--- src/verilog/sscf_pkg.sv ---
// Shared constants and carrier types of the session control frame decoder
package sscf_pkg;

	// ==========================================================
	// Frame framing constants
	localparam logic [7:0]  START_MARK   = 8'h7E;            // First byte of every frame
	localparam logic [7:0]  FRAME_TYPE   = 8'h2E;            // Session control request type
	localparam logic [7:0]  RESP_TYPE    = 8'hAE;            // Session response type
	localparam logic [7:0]  CSUM_TARGET  = 8'hFF;            // Body sum plus checksum
	localparam logic [63:0] BCAST_ADDR   = 64'h0000_0000_0000_FFFF; // Broadcast target

	// ==========================================================
	// Body byte positions, counted from the type byte
	localparam logic [15:0] IDX_TYPE     = 16'h0000;         // Type byte
	localparam logic [15:0] IDX_ADDR_LO  = 16'h0001;         // First address byte
	localparam logic [15:0] IDX_ADDR_HI  = 16'h0008;         // Last address byte
	localparam logic [15:0] IDX_OPT      = 16'h0009;         // Options byte
	localparam logic [15:0] IDX_TMO_HI   = 16'h000A;         // Timeout high byte
	localparam logic [15:0] IDX_TMO_LO   = 16'h000B;         // Timeout low byte
	localparam logic [15:0] IDX_PW       = 16'h000C;         // First password byte
	localparam logic [15:0] HDR_LEN      = 16'h000C;         // Body bytes before password
	localparam logic [15:0] PW_MAX_LEN   = 16'h0040;         // Longest password

	// ==========================================================
	// Option bit positions and timeout limit
	localparam int          OPT_LOGOUT   = 0;                // Client side end of session
	localparam int          OPT_SERVER   = 1;                // Server side termination
	localparam int          OPT_TTYPE    = 2;                // Timeout type select
	localparam logic [15:0] TMO_MAX      = 16'h4650;         // Largest accepted timeout
	localparam logic [15:0] TMO_YIELD    = 16'h0000;         // Timeout of a yielding session

	// ==========================================================
	// Response status codes
	localparam logic [7:0]  STAT_OK      = 8'h00;            // Login succeeded
	localparam logic [7:0]  STAT_FAIL    = 8'h01;            // Authentication failed
	localparam logic [7:0]  STAT_INVALID = 8'h0A;            // Invalid value in request

	// ==========================================================
	// Reset values
	localparam logic [15:0] RST_WORD     = 16'h0000;         // Counters and fields
	localparam logic [7:0]  RST_BYTE     = 8'h00;            // Byte wide state

	// Receive state machine
	typedef enum logic [2:0] {
		ST_IDLE   = 3'b000,
		ST_LEN_HI = 3'b001,
		ST_LEN_LO = 3'b010,
		ST_BODY   = 3'b011,
		ST_CSUM   = 3'b100,
		ST_EXEC   = 3'b101
	} sscf_state_t;

	// Decoded request fields
	typedef struct packed {
		logic [63:0] addr; // Target node
		logic [7:0]  opt; // Options byte
		logic [15:0] tmo; // Timeout field
	} sscf_cmd_t;

	// Login order handed to the authentication engine
	typedef struct packed {
		logic [63:0] addr; // Server to log into
		logic [15:0] tmo; // Session timeout
		logic        inter; // Inter-packet timeout
		logic        yield_s; // Yielding session
		logic [6:0]  pw_len; // Password length in bytes
	} sscf_login_t;

	// Response frame content
	typedef struct packed {
		logic [7:0]  ftype; // Response frame type
		logic [7:0]  status; // Outcome code
	} sscf_resp_t;

	// One incoming session slot
	typedef struct packed {
		logic        valid; // Slot in use
		logic        yield_s; // Session has zero timeout
		logic [7:0]  age; // Admissions since this one
		logic [63:0] addr; // Client node
	} sscf_slot_t;

endpackage

--- src/verilog/sscf_frame_ctrl.sv ---
// Session control frame decoder with incoming session table
//
// Behaviour
// (RL1) Frame opens with one start marker byte
// (RL2) Length counts bytes between length and checksum
// (RL3) Sender puts type 0x2E at position three
// (RL4) Sender supplies 64-bit target address from four
// (RL5) Broadcast address applies to all incoming sessions
// (RL6) Options bit0 clear starts client login
// (RL7) Bit0 set ends client session, ignores rest
// (RL8) Bit1 set ends incoming sessions, one or all
// (RL9) Bit2 selects the session timeout type
// (RL10) Timeout field at thirteen, at most 0x4650
// (RL11) Zero timeout makes a yielding session
// (RL12) Full server evicts oldest yielding session only
// (RL13) Password from fifteen, ignored unless login
// (RL14) Checksum is 0xFF minus body sum
// (RL15) Broadcast login fails with invalid-value status
// (RL16) Login outcome goes out as 0xAE response
// (RL17) Options 0x04 inter-packet, zero fixed login
// (RL18) Bad checksum or length frame is discarded
`timescale 1ns/1ps

module sscf_frame_ctrl #(
	parameter int MAX_SESS = 4,
	parameter int PW_MAX   = 64
) (
	input  wire logic                       clk,
	input  wire logic                       rst_n,
	input  wire logic                       rx_valid,
	input  wire logic [7:0]                 rx_byte,
	output sscf_pkg::sscf_login_t           login_cmd,
	output logic                            login_req,
	input  wire logic [$clog2(PW_MAX)-1:0]  pw_rd_addr,
	output logic      [7:0]                 pw_rd_data,
	output logic                            logout_req,
	output logic      [63:0]                logout_addr,
	input  wire logic                       srp_done,
	input  wire logic                       srp_ok,
	output logic                            resp_valid,
	output sscf_pkg::sscf_resp_t            resp,
	input  wire logic                       in_req,
	input  wire logic [63:0]                in_addr,
	input  wire logic                       in_yield,
	output logic                            in_ack,
	output logic                            in_nak,
	output logic                            evict_valid,
	output logic      [63:0]                evict_addr,
	output logic                            term_valid,
	output logic      [7:0]                 sess_count,
	output logic                            frame_err
);

	// ==========================================================
	// Parameter check
	localparam int PW_AW = $clog2(PW_MAX);                   // Password address width
	if (MAX_SESS < 1 || MAX_SESS > 255 || PW_MAX < 2 || PW_MAX > 64) begin : g_bad_param
		$error("sscf_frame_ctrl: session count or password size out of range");
	end

	// ==========================================================
	// State record
	typedef struct packed {
		sscf_pkg::sscf_state_t                 state;        // Receive state
		logic [15:0]                           len;          // Body length field
		logic [15:0]                           idx;          // Body byte index
		logic [7:0]                            sum;          // Running body sum
		logic                                  bad_len;      // Length out of range
		logic                                  foreign;      // Not a session frame
		sscf_pkg::sscf_cmd_t                   cmd;          // Collected fields
		sscf_pkg::sscf_login_t                 login;        // Login order
		logic                                  login_req;    // Login pulse
		logic                                  pending;      // Login awaiting outcome
		logic                                  logout_req;   // Logout pulse
		logic [63:0]                           logout_addr;  // Logout target
		logic                                  resp_valid;   // Response pulse
		sscf_pkg::sscf_resp_t                  resp;         // Response content
		logic                                  frame_err;    // Discard pulse
		logic                                  in_ack;       // Admission pulse
		logic                                  in_nak;       // Refusal pulse
		logic                                  evict_valid;  // Eviction pulse
		logic [63:0]                           evict_addr;   // Evicted client
		logic                                  term_valid;   // Termination pulse
		logic [7:0]                            sess_count;   // Sessions in use
		logic                                  pw_we;        // Password write strobe
		logic [PW_AW-1:0]                      pw_wa;        // Password write address
		logic [7:0]                            pw_wd;        // Password write data
		sscf_pkg::sscf_slot_t [MAX_SESS-1:0]   slots;        // Incoming sessions
	} sscf_ctrl_state_t;

	sscf_ctrl_state_t state_reg; // Current state
	sscf_ctrl_state_t state_next; // Next state

	// ==========================================================
	// Helpers
	// Add a byte into the running sum, modulo 256
	function automatic logic [7:0] sscf_sum_add(input logic [7:0] a, input logic [7:0] b);
		sscf_sum_add = a + b;
	endfunction

	// Broadcast target test
	function automatic logic sscf_is_bcast(input logic [63:0] a);
		sscf_is_bcast = (a == sscf_pkg::BCAST_ADDR);
	endfunction

	// Count of occupied slots
	function automatic logic [7:0] sscf_count(input sscf_pkg::sscf_slot_t [MAX_SESS-1:0] s);
		logic [7:0] c;
		c = 8'h00;
		for (int i = 0; i < MAX_SESS; i++) begin
			c = c + {7'h00, s[i].valid};
		end
		sscf_count = c;
	endfunction

	// ==========================================================
	// Next state
	always_comb begin
		int free_i;
		int old_i;
		int tgt_i;
		logic [7:0] old_age;
		logic [15:0] body_idx;
		sscf_pkg::sscf_slot_t [MAX_SESS-1:0] sl;
		free_i = -1;
		old_i = -1;
		tgt_i = 0;
		old_age = 8'h00;
		body_idx = state_reg.idx - sscf_pkg::IDX_PW;
		state_next = state_reg;
		// Pulses last one cycle
		state_next.login_req = 1'b0;
		state_next.logout_req = 1'b0;
		state_next.resp_valid = 1'b0;
		state_next.frame_err = 1'b0;
		state_next.in_ack = 1'b0;
		state_next.in_nak = 1'b0;
		state_next.evict_valid = 1'b0;
		state_next.term_valid = 1'b0;
		state_next.pw_we = 1'b0;

		case (state_reg.state)
			// Wait for a start marker; other bytes between frames are dropped
			sscf_pkg::ST_IDLE: begin
				if (rx_valid && rx_byte == sscf_pkg::START_MARK) begin   // [RL1]
					state_next.state = sscf_pkg::ST_LEN_HI;
				end
			end
			// Length, high byte first
			sscf_pkg::ST_LEN_HI: begin
				if (rx_valid) begin
					state_next.len = {rx_byte, 8'h00};
					state_next.state = sscf_pkg::ST_LEN_LO;
				end
			end
			// Low byte completes the length and its range check
			sscf_pkg::ST_LEN_LO: begin
				if (rx_valid) begin
					state_next.len = {state_reg.len[15:8], rx_byte};      // [RL2]
					state_next.idx = sscf_pkg::RST_WORD;
					state_next.sum = sscf_pkg::RST_BYTE;
					state_next.foreign = 1'b0;
					state_next.bad_len = ({state_reg.len[15:8], rx_byte} < sscf_pkg::HDR_LEN) ||
						({state_reg.len[15:8], rx_byte} >
						(sscf_pkg::HDR_LEN + sscf_pkg::PW_MAX_LEN));       // [RL2] [RL13]
					if ({state_reg.len[15:8], rx_byte} == sscf_pkg::RST_WORD) begin
						// Empty body: nothing to checksum, drop it
						state_next.frame_err = 1'b1; // [RL18]
						state_next.state = sscf_pkg::ST_IDLE;
					end else begin
						state_next.state = sscf_pkg::ST_BODY;
					end
				end
			end
			// Body bytes: collect fields, store password, sum everything
			sscf_pkg::ST_BODY: begin
				if (rx_valid) begin
					state_next.sum = sscf_sum_add(state_reg.sum, rx_byte); // [RL14]
					state_next.idx = state_reg.idx + 16'h0001;
					if (state_reg.idx == sscf_pkg::IDX_TYPE) begin
						// Other frame types are not ours
						state_next.foreign = (rx_byte != sscf_pkg::FRAME_TYPE);  // [RL3]
					end else if (state_reg.idx <= sscf_pkg::IDX_ADDR_HI) begin
						// Address arrives most significant byte first
						state_next.cmd.addr = {state_reg.cmd.addr[55:0], rx_byte}; // [RL4]
					end else if (state_reg.idx == sscf_pkg::IDX_OPT) begin
						state_next.cmd.opt = rx_byte;
					end else if (state_reg.idx == sscf_pkg::IDX_TMO_HI) begin
						state_next.cmd.tmo = {rx_byte, 8'h00};           // [RL10]
					end else if (state_reg.idx == sscf_pkg::IDX_TMO_LO) begin
						state_next.cmd.tmo = {state_reg.cmd.tmo[15:8], rx_byte}; // [RL10]
					end else if (body_idx < 16'(PW_MAX)) begin
						// Password bytes in arrival order
						state_next.pw_we = 1'b1; // [RL13]
						state_next.pw_wa = body_idx[PW_AW-1:0];
						state_next.pw_wd = rx_byte;
					end
					if (state_reg.idx == state_reg.len - 16'h0001) begin
						state_next.state = sscf_pkg::ST_CSUM;
					end
				end
			end
			// Checksum byte decides whether the frame counts
			sscf_pkg::ST_CSUM: begin
				if (rx_valid) begin
					if (sscf_sum_add(state_reg.sum, rx_byte) != sscf_pkg::CSUM_TARGET ||
						state_reg.bad_len) begin
						state_next.frame_err = 1'b1; // [RL14] [RL18]
						state_next.state = sscf_pkg::ST_IDLE;
					end else if (state_reg.foreign) begin
						state_next.state = sscf_pkg::ST_IDLE;
					end else begin
						state_next.state = sscf_pkg::ST_EXEC;
					end
				end
			end
			// Act on a good frame
			sscf_pkg::ST_EXEC: begin
				state_next.state = sscf_pkg::ST_IDLE;
				if (state_reg.cmd.opt[sscf_pkg::OPT_LOGOUT]) begin
					// Client logout; other options, timeout and password unused
					state_next.logout_req = 1'b1; // [RL7] [RL13]
					state_next.logout_addr = state_reg.cmd.addr;
				end else if (state_reg.cmd.opt[sscf_pkg::OPT_SERVER]) begin
					// Server side: end one client's sessions or all of them
					for (int i = 0; i < MAX_SESS; i++) begin
						if (sscf_is_bcast(state_reg.cmd.addr) ||
							state_reg.slots[i].addr == state_reg.cmd.addr) begin // [RL5] [RL8]
							state_next.slots[i].valid = 1'b0;
						end
					end
					state_next.term_valid = 1'b1; // [RL8]
				end else if (sscf_is_bcast(state_reg.cmd.addr) ||
					state_reg.cmd.tmo > sscf_pkg::TMO_MAX) begin
					// Sessions are end to end; oversize timeout is refused too
					state_next.resp_valid = 1'b1;                        // [RL15] [RL10]
					state_next.resp.ftype = sscf_pkg::RESP_TYPE;         // [RL16]
					state_next.resp.status = sscf_pkg::STAT_INVALID;     // [RL15]
				end else begin
					// Client login handed to the authentication engine
					state_next.login_req = 1'b1; // [RL6]
					state_next.pending = 1'b1;
					state_next.login.addr = state_reg.cmd.addr;
					state_next.login.tmo = state_reg.cmd.tmo;
					state_next.login.inter = state_reg.cmd.opt[sscf_pkg::OPT_TTYPE]; // [RL9] [RL17]
					state_next.login.yield_s = (state_reg.cmd.tmo == sscf_pkg::TMO_YIELD); // [RL11]
					state_next.login.pw_len = 7'(state_reg.len - sscf_pkg::HDR_LEN);
				end
			end
			default: begin
				state_next.state = sscf_pkg::ST_IDLE;
			end
		endcase

		// Outcome of an outstanding login becomes a response frame
		if (srp_done && state_reg.pending) begin
			state_next.pending = 1'b0;
			state_next.resp_valid = 1'b1; // [RL16]
			state_next.resp.ftype = sscf_pkg::RESP_TYPE;
			state_next.resp.status = srp_ok ? sscf_pkg::STAT_OK : sscf_pkg::STAT_FAIL;
		end

		// Incoming session requests, seen after any termination above
		sl = state_next.slots;
		if (in_req) begin
			for (int i = 0; i < MAX_SESS; i++) begin
				if (!sl[i].valid && free_i < 0) begin
					free_i = i;
				end
				if (sl[i].valid && sl[i].yield_s && (old_i < 0 || sl[i].age >= old_age)) begin
					old_i = i;
					old_age = sl[i].age;
				end
			end
			if (free_i >= 0 || old_i >= 0) begin
				if (free_i >= 0) begin
					tgt_i = free_i;
				end else begin
					// Table full: only a yielding session may give way
					tgt_i = old_i;                                       // [RL12]
					state_next.evict_valid = 1'b1;                       // [RL12]
					state_next.evict_addr = sl[old_i].addr;
				end
				// Older sessions grow older, saturating
				for (int i = 0; i < MAX_SESS; i++) begin
					if (sl[i].valid && sl[i].age != 8'hFF) begin
						sl[i].age = sl[i].age + 8'h01;
					end
				end
				sl[tgt_i].valid = 1'b1;
				sl[tgt_i].yield_s = in_yield;
				sl[tgt_i].age = sscf_pkg::RST_BYTE;
				sl[tgt_i].addr = in_addr;
				state_next.in_ack = 1'b1;
			end else begin
				// Full of timed sessions: these are never ended to make room
				state_next.in_nak = 1'b1;                                // [RL12]
			end
		end
		state_next.slots = sl;
		state_next.sess_count = sscf_count(sl);
	end

	// ==========================================================
	// State register
	always_ff @(posedge clk or negedge rst_n) begin
		if (!rst_n) begin
			state_reg <= '0;
		end else begin
			state_reg <= state_next;
		end
	end

	// ==========================================================
	// Password buffer
	sscf_pw_mem #(
		.WIDTH (8),
		.DEPTH (PW_MAX)
	) u_pw_mem (
		.clk     (clk),
		.rst_n   (rst_n),
		.wr_en   (state_reg.pw_we),
		.wr_addr (state_reg.pw_wa),
		.wr_data (state_reg.pw_wd),
		.rd_addr (pw_rd_addr),
		.rd_data (pw_rd_data)
	);

	// Outputs straight from the state register
	assign login_cmd   = state_reg.login;
	assign login_req   = state_reg.login_req;
	assign logout_req  = state_reg.logout_req;
	assign logout_addr = state_reg.logout_addr;
	assign resp_valid  = state_reg.resp_valid;
	assign resp        = state_reg.resp;
	assign in_ack      = state_reg.in_ack;
	assign in_nak      = state_reg.in_nak;
	assign evict_valid = state_reg.evict_valid;
	assign evict_addr  = state_reg.evict_addr;
	assign term_valid  = state_reg.term_valid;
	assign sess_count  = state_reg.sess_count;
	assign frame_err   = state_reg.frame_err;

endmodule // sscf_frame_ctrl

--- src/verilog/sscf_pw_mem.sv ---
// Password buffer with a registered read port
`timescale 1ns/1ps

module sscf_pw_mem #(
	parameter int WIDTH = 8,
	parameter int DEPTH = 64
) (
	input  wire logic                     clk,
	input  wire logic                     rst_n,
	input  wire logic                     wr_en,
	input  wire logic [$clog2(DEPTH)-1:0] wr_addr,
	input  wire logic [WIDTH-1:0]         wr_data,
	input  wire logic [$clog2(DEPTH)-1:0] rd_addr,
	output logic      [WIDTH-1:0]         rd_data
);

	// ==========================================================
	// Parameter check
	if (WIDTH < 1 || DEPTH < 2) begin : g_bad_param
		$error("sscf_pw_mem: width or depth too small");
	end

	// Registered read state
	typedef struct packed {
		logic [WIDTH-1:0] rd_data; // Read data register
	} sscf_mem_state_t;

	logic [WIDTH-1:0] mem [DEPTH]; // Storage array
	sscf_mem_state_t  state_reg; // Current state
	sscf_mem_state_t  state_next; // Next state

	// Read data follows the address one cycle later
	always_comb begin
		state_next = state_reg;
		state_next.rd_data = mem[rd_addr];
	end

	// Read register with reset
	always_ff @(posedge clk or negedge rst_n) begin
		if (!rst_n) begin
			state_reg <= '0;
		end else begin
			state_reg <= state_next;
		end
	end

	// Storage is not reset; it is only read after it was written
	always_ff @(posedge clk) begin
		if (wr_en) begin
			mem[wr_addr] <= wr_data;
		end
	end

	assign rd_data = state_reg.rd_data;

endmodule // sscf_pw_mem

--- config.mk ---
export PLATFORM = sky130hd
export DESIGN_NAME = sscf_frame_ctrl
export DESIGN_NICKNAME = d
export VERILOG_FILES = /design/src/verilog/sscf_pkg.sv /design/src/verilog/sscf_frame_ctrl.sv /design/src/verilog/sscf_pw_mem.sv
export SDC_FILE = /design/constraint.sdc
export NUM_CORES = 2
export LEC_CHECK = 0
export BUFFER_PORTS_ARGS = -buffer_cell sky130_fd_sc_hd__buf_2
export CAP_MARGIN = 20
export CORE_MARGIN = 1.5
export CORE_UTILIZATION = 30
export CTS_CLUSTER_SIZE = 40
export DETAILED_ROUTE_END_ITERATION = 10
export GPL_TIMING_DRIVEN = 0
export REMOVE_ABC_BUFFERS = 1
export SYNTH_ARGS = -nofsm -noshare
export SYNTH_HDL_FRONTEND = slang
export SYNTH_HIERARCHICAL = 1
export SYNTH_SLANG_ARGS = --single-unit
--- constraint.sdc ---
create_clock -name clk -period 18.82 [get_ports clk]
set_input_delay 0 -clock clk [delete_from_list [all_inputs] [get_ports clk]]
set_output_delay 0 -clock clk [all_outputs]
set_load 0.03 [all_outputs]
Word level (Yosys, flattened, before mapping)
Memories as Yosys holds them, arrays and structs flattened. A register that Yosys moved wholly into a read port is not among the register bits. Index checks and enable logic that the tools add are counted.

Output and inout bits: 257. Memories: 1. Bits in writable memories: 512. Word-level logic and storage cells: 307. Register bits after elaboration: 690.

Memory list: u_pw_mem.mem (depth 64, width 8, rd ports 1, clocked after memory_dff 1, wr ports 1, RTL line sscf_pw_mem.sv:28) `logic [WIDTH-1:0] mem [DEPTH];`.

Reduce and logical (&&, ||, !) cells: 58. Add/sub/neg operators: 12. Equal/unequal tests: 31. Bitwise logic cells: 10. Muxes and demuxes: 127. $lt $le $gt $ge: 19.

Operator list (number): bitwise mux 296 bit (4); 2-to-1 mux 32 bit (19); demux 74 bit (select 2 bit) (4); 2-to-1 mux 296 bit (2); equality test 64 bit (4); 2-to-1 mux 64 bit (4); 2-to-1 mux 65 bit (3); < comparator 32 x 1 -> 1 bit (second input constant) (6); 2-to-1 mux 8 bit (20); binary-select mux 74 bit (select 2 bit) (1); 2-to-1 mux 15 bit (8); >= comparator 32 x 1 -> 1 bit (second input constant) (3); 2-to-1 mux 89 bit (1); 2-to-1 mux 88 bit (1); 2-to-1 mux 84 bit (1); 2-to-1 mux 74 bit (1); 2-to-1 mux 73 bit (1); 2-to-1 mux 72 bit (1); 2-to-1 mux 17 bit (4); 2-to-1 mux 67 bit (1); equality test 64 x 16 -> 1 bit (second input constant) (1); < comparator 32 x 4 -> 1 bit (second input constant) (2); equality test 16 x 4 -> 1 bit (second input constant) (3); zero test 16 bit (3); other kinds (47) (159).

Depth between registers and ports, before layout
Word-level depth: 41. Mapped depth: 42. Mapped depth without buffers: 38.

Cells and area by module
Netlist, hierarchy kept.

By module, submodules not included: sscf_frame_ctrl (area an instance 34558.1 um^2, cells each 3152, instances 1); sscf_pw_mem (area an instance 20269.4 um^2, cells each 966, instances 1).

Least setup slack after synthesis
Ideal clock, no wire load.

Kind: flip-flop to flip-flop. From: register state_reg[605] (netlist bit). To: register state_reg, in the netlist sess_count[1]. Clock period less this slack: 8807 ps. Data arrival time: 8681 ps. Cell stages (with the launch flop): 41. Path buffers: 5. Library setup time: 126 ps. Setup slack: 10013 ps. Cells stage by stage: dfrtp_1 -> buf_6 -> or4_1 -> or4_4 -> nor4_4 -> nor2_2 -> a21o_1 -> buf_6 -> and2_1 -> ha_1 -> nand2b_1 -> a21o_1 -> a21o_1 -> a21oi_1 -> o21ai_0 -> a21oi_1 -> nor2_1 -> clkbuf_1 -> (+5 left out) -> o22ai_1 -> nand2_1 -> clkbuf_1 -> o21ai_0 -> ha_1 -> o2111ai_1 -> a21o_1 -> a31oi_1 -> or3b_2 -> o2111ai_1 -> nor2_1 -> o211a_1 -> o211ai_2 -> buf_2 -> nand2_1 -> fa_1 -> ha_1 -> ha_1.

RTL lines: start, declared (RTL line sscf_frame_ctrl.sv:91) `sscf_ctrl_state_t state_reg;`; start signal, assigned (RTL line sscf_frame_ctrl.sv:310) `state_reg <= state_next;`.

Worst setup path in the final report
From: register state_reg[606] (netlist bit). To: register state_reg[207] (netlist bit).

Cells in the longest elaborated chain, start to end: 32. Elaborated cells on any way between the ends: 91. Those cells by class: order compare: 13; eq/ne: 5; mux: 50; reduce/logical: 23.

Ends and longest elaborated chain: branches (longest 32 deep; another with < comparator 32 x 1 -> 1 bit).

Parallel ways; which one is timed is not known. The select of a mux whose other input is x is not followed. A chain may end at the register's enable or synchronous reset.

==> metrics.md <==
| Metric | Value |
|---|---|
| Final hold violation count | 0 |
| Drc violations | 0 |
| CTS tree | done |
| Mean Syn Cell Area | 13.3 um2 |
| DR iter-0 viols | 3008 |
| GPL Wtd Cong | 0.860 |
| Drt via density | 5.04 |
| Wire per inst | 23.3 um |
| Util after Layout | 0.350 |
| Synth Warn # | 6 |
| Arrival time worst endpoint | 12.03 ns |
| Die footprint | 0.185 mm2 |
| Worst-skew pair later-pin latency | 0.79 ns |
| Largest area contributor in the netlist | dfrtp_1 |
| Switching power | 4.02 mW |
| P_leak | 25.9 nW |
| # setup viols final | 0 |
| Post-CTS setup buffers | 0 |
| Core ar. | 0.181 mm2 |
| Io pins | 342 |
| CP most frequent cell | a21o_1 |
| Reg clk slew, reported paths | 0.06 ns |
| Comb pwr share | 0.385 |
| Area Growth Syn to Fin | 15.7% |
| Routed wire length | 157000 um |
| Post-Synthesis Cells | 4118 |
| Dpl hpwl | 109000 um |
| Slowest CP cell | nor4_4 |
| Slew Limit Fails | 0 |
| Actual slew at the worst max-slew pin | 1.15 ns |
| Worst VDD drop | 0.000156 V |
| Most frequent cells in the layout | dfrtp_1, edfxtp_1, mux2_2 |
| Cell types occupying the most area after synthesis | dfrtp_1, edfxtp_1, mux2_2 |
| Non-Filler Instances | 6749 |
| Sequential share of power | 0.368 |
| GRT Residual Overflow | 0 |
| Net Sw Frac | 0.376 |
| Relative slew margins | 0.225 |
| H-tree depth | 4 |
| Cell Area, Synth | 0.0548 mm2 |
| Critical path type | flip-flop to flip-flop |
| Initial Utilization | 0.303 |
| Crit path launch type | flip-flop |
| Internal Power | 6.67 mW |
| FFs w/ async S/R, synth | 0.570 |
| Die height | 431 um |
| CTS Buf Count | 134 |
| Hold Path Class | input pin to flip-flop |
| FF/Latch Area | 0.0324 mm2 |
| CP max FO | 15 |
| Post-synthesis sequential area ratio | 0.590 |
| Final #Nets | 4397 |
| Fmax | 0.0879 GHz |
| Std-Cell Rows | 156 |
| Initial antenna violation count | 10 |
| DP Cell Count | 6394 |
| Die width | 431 um |
| Yosys reg bits | 1191 |
| Synth unique cells | 84 |
| First drt pass iteration count | 5 |
| PostCTS Resize Cnt | 0 |
| CTS root buf | clkbuf_16 |
| Clock skew | 0.0562 ns |
| Vias | 34000 |
| FILL cells | 17500 |
| Crit end category | flip-flop |
| Clock power frac | 0.247 |
| Fraction of layout cells with a size suffix above 1 | 0.294 |
| Most common cell after layout, fill and taps aside | dfrtp_1 |
| Clock sinks | 1191 |
| Largest register FFs | 512 |
| First-pass GRT wire length | 232000 um |
| Post-route ant nets | 0 |
| Area of the multi-input gates | 0.0194 mm2 |
| WHS | 0.0505 ns |
| GRT Overall Usage | 0.167 |
| Ys flop type | dfrtp_1 |
| EDFF count, synth | 512 |
| Final Cycle Share | 0.605 |
| RSZ-0062 raised after global routing | no |
| Final Critical Period | 11.38 ns |
| Vias in the first global route | 34200 |
| CTS max path bufs | 3 |
| Worst Path Required | 19.47 ns |
| Maxcap violations | 0 |
| Status | completed |
| Largest net degree at the start of global routing | 120 |
| PwrDens | 169 mW/mm2 |
| Max stage delay on crit path | 0.80 ns |
| IO Port Bufs | 328 |
| Share of the synthesized area in the top cell type | 0.310 |
[layer usage]
| layer | GRT usage | routed length, um | vias to the layer above |
|---|---|---|---|
| met2 | 0.271 | 75200 | 1027 |
| met3 | 0.0317 | 9700 | 247 |
| met4 | 0.0644 | 5640 | 0 |
| li1 | - | - | 15000 |
| met1 | 0.222 | 66800 | 17700 |
| met5 | 0 | 0 | - |
[area by class of cell]
cell class,instances,share of cell area
flip-flops and latches,1191,0.510
multi-input cells,2394,0.307
repair buffers,496,0.0628
clock buffers,188,0.0610
well taps,2370,0.0467
clock inverters,57,0.00956
inverters,45,0.00270
diodes,8,0.000316
[worst max-delay path, delay by kind of cell (launching register included)]
kind	cells	cell delay, ns
compound gates	15	2.97
fa+ha+maj	3	0.83
buf+inv	5	1.12
flops	1	0.58
mux	2	0.68
simple gates	12	5.05
[power by group through the flow]
stage | combinational [mW] | sequential [mW] | clock [mW]
6_report | 4.12 | 3.93 | 2.65
5_1_grt | 4.38 | 3.99 | 2.81
4_1_cts | 4.10 | 3.93 | 2.70
3_5_place_dp | 4.06 | 3.97 | 0
3_3_place_gp | 4.05 | 4.03 | 0
2_1_floorplan | 2.51 | 3.96 | 0
[metrics by stage]
step / setup WS, ns / power, mW / area, um2 / setup TNS (ns)
after global routing: 6.87 / 11.2 / 63400 / 0
after detailed placement: 7.33 / 8.03 / 57900 / 0
after floorplan: 0.0810 / 6.47 / 51900 / 0
final: 7.44 / 10.7 / 63400 / 0
after CTS: 7.31 / 10.7 / 63400 / 0
after global placement: -39.94 / 8.07 / 56500 / -3280.39
[kinds of logic (layout without fill, tap and decap cells)]
logic type / Yosys count / count (layout) / synth area share
buf+inv: 545 / 786 / 0.0580
other cells: 1 / 21 / 0.0000684
compound gates: 368 / 368 / 0.0476
fa+ha+maj: 50 / 50 / 0.0117
flops: 1191 / 1191 / 0.590
mux: 662 / 662 / 0.160
simple gates: 1002 / 1002 / 0.0848
xor+xnor: 299 / 299 / 0.0478
[path summary, 6_finish.rpt]
path                                             start                          end  cells past startpoint  slack (ns)
setup / recovery            state_reg[606]$_DFFE_PN0P_   state_reg[207]$_DFFE_PN0P_                     37        7.44
max in group asynchronous                        rst_n  logout_addr[57]$_DFFE_PN0P_                      6       16.76
hold / removal                             in_addr[49]   state_reg[271]$_DFFE_PN0P_                      3        0.05
min in group asynchronous                        rst_n   state_reg[653]$_DFFE_PN0P_                      4        0.36
setup reg to reg            state_reg[606]$_DFFE_PN0P_   state_reg[207]$_DFFE_PN0P_                     37        7.44
hold reg to reg            logout_addr[46]$_DFFE_PN0P_  logout_addr[46]$_DFFE_PN0P_                      2        0.47
[what timing repair did]
item	CTS	global route
endpoints found under the hold margin	587	0
hold buffers	101	0
setup endpoints to repair	0	0
[Yosys cell counts (8+ instances only)]
master / number
a22oi_1: 21
o31ai_1: 8
or4_1: 9
o21a_1: 10
nand4_1: 74
edfxtp_1: 512
clkbuf_1: 164
ha_1: 48
nand3_1: 116
and3_1: 11
mux2i_1: 33
o221ai_1: 69
nor2b_1: 14
xor2_1: 85
mux4_2: 119
or3_1: 8
a21o_1: 18
nor3_1: 35
nand2b_1: 18
xnor2_1: 214
buf_4: 253
o21ai_0: 73
a31oi_1: 15
buf_6: 12
a22o_1: 9
mux2_2: 510
a21oi_1: 55
and2_1: 11
nor2_1: 147
nor4_1: 48
buf_2: 42
nand2_1: 468
buf_1: 26
inv_1: 44
o22ai_1: 27
dfrtp_1: 679
Power figures use the tool's default switching activity.
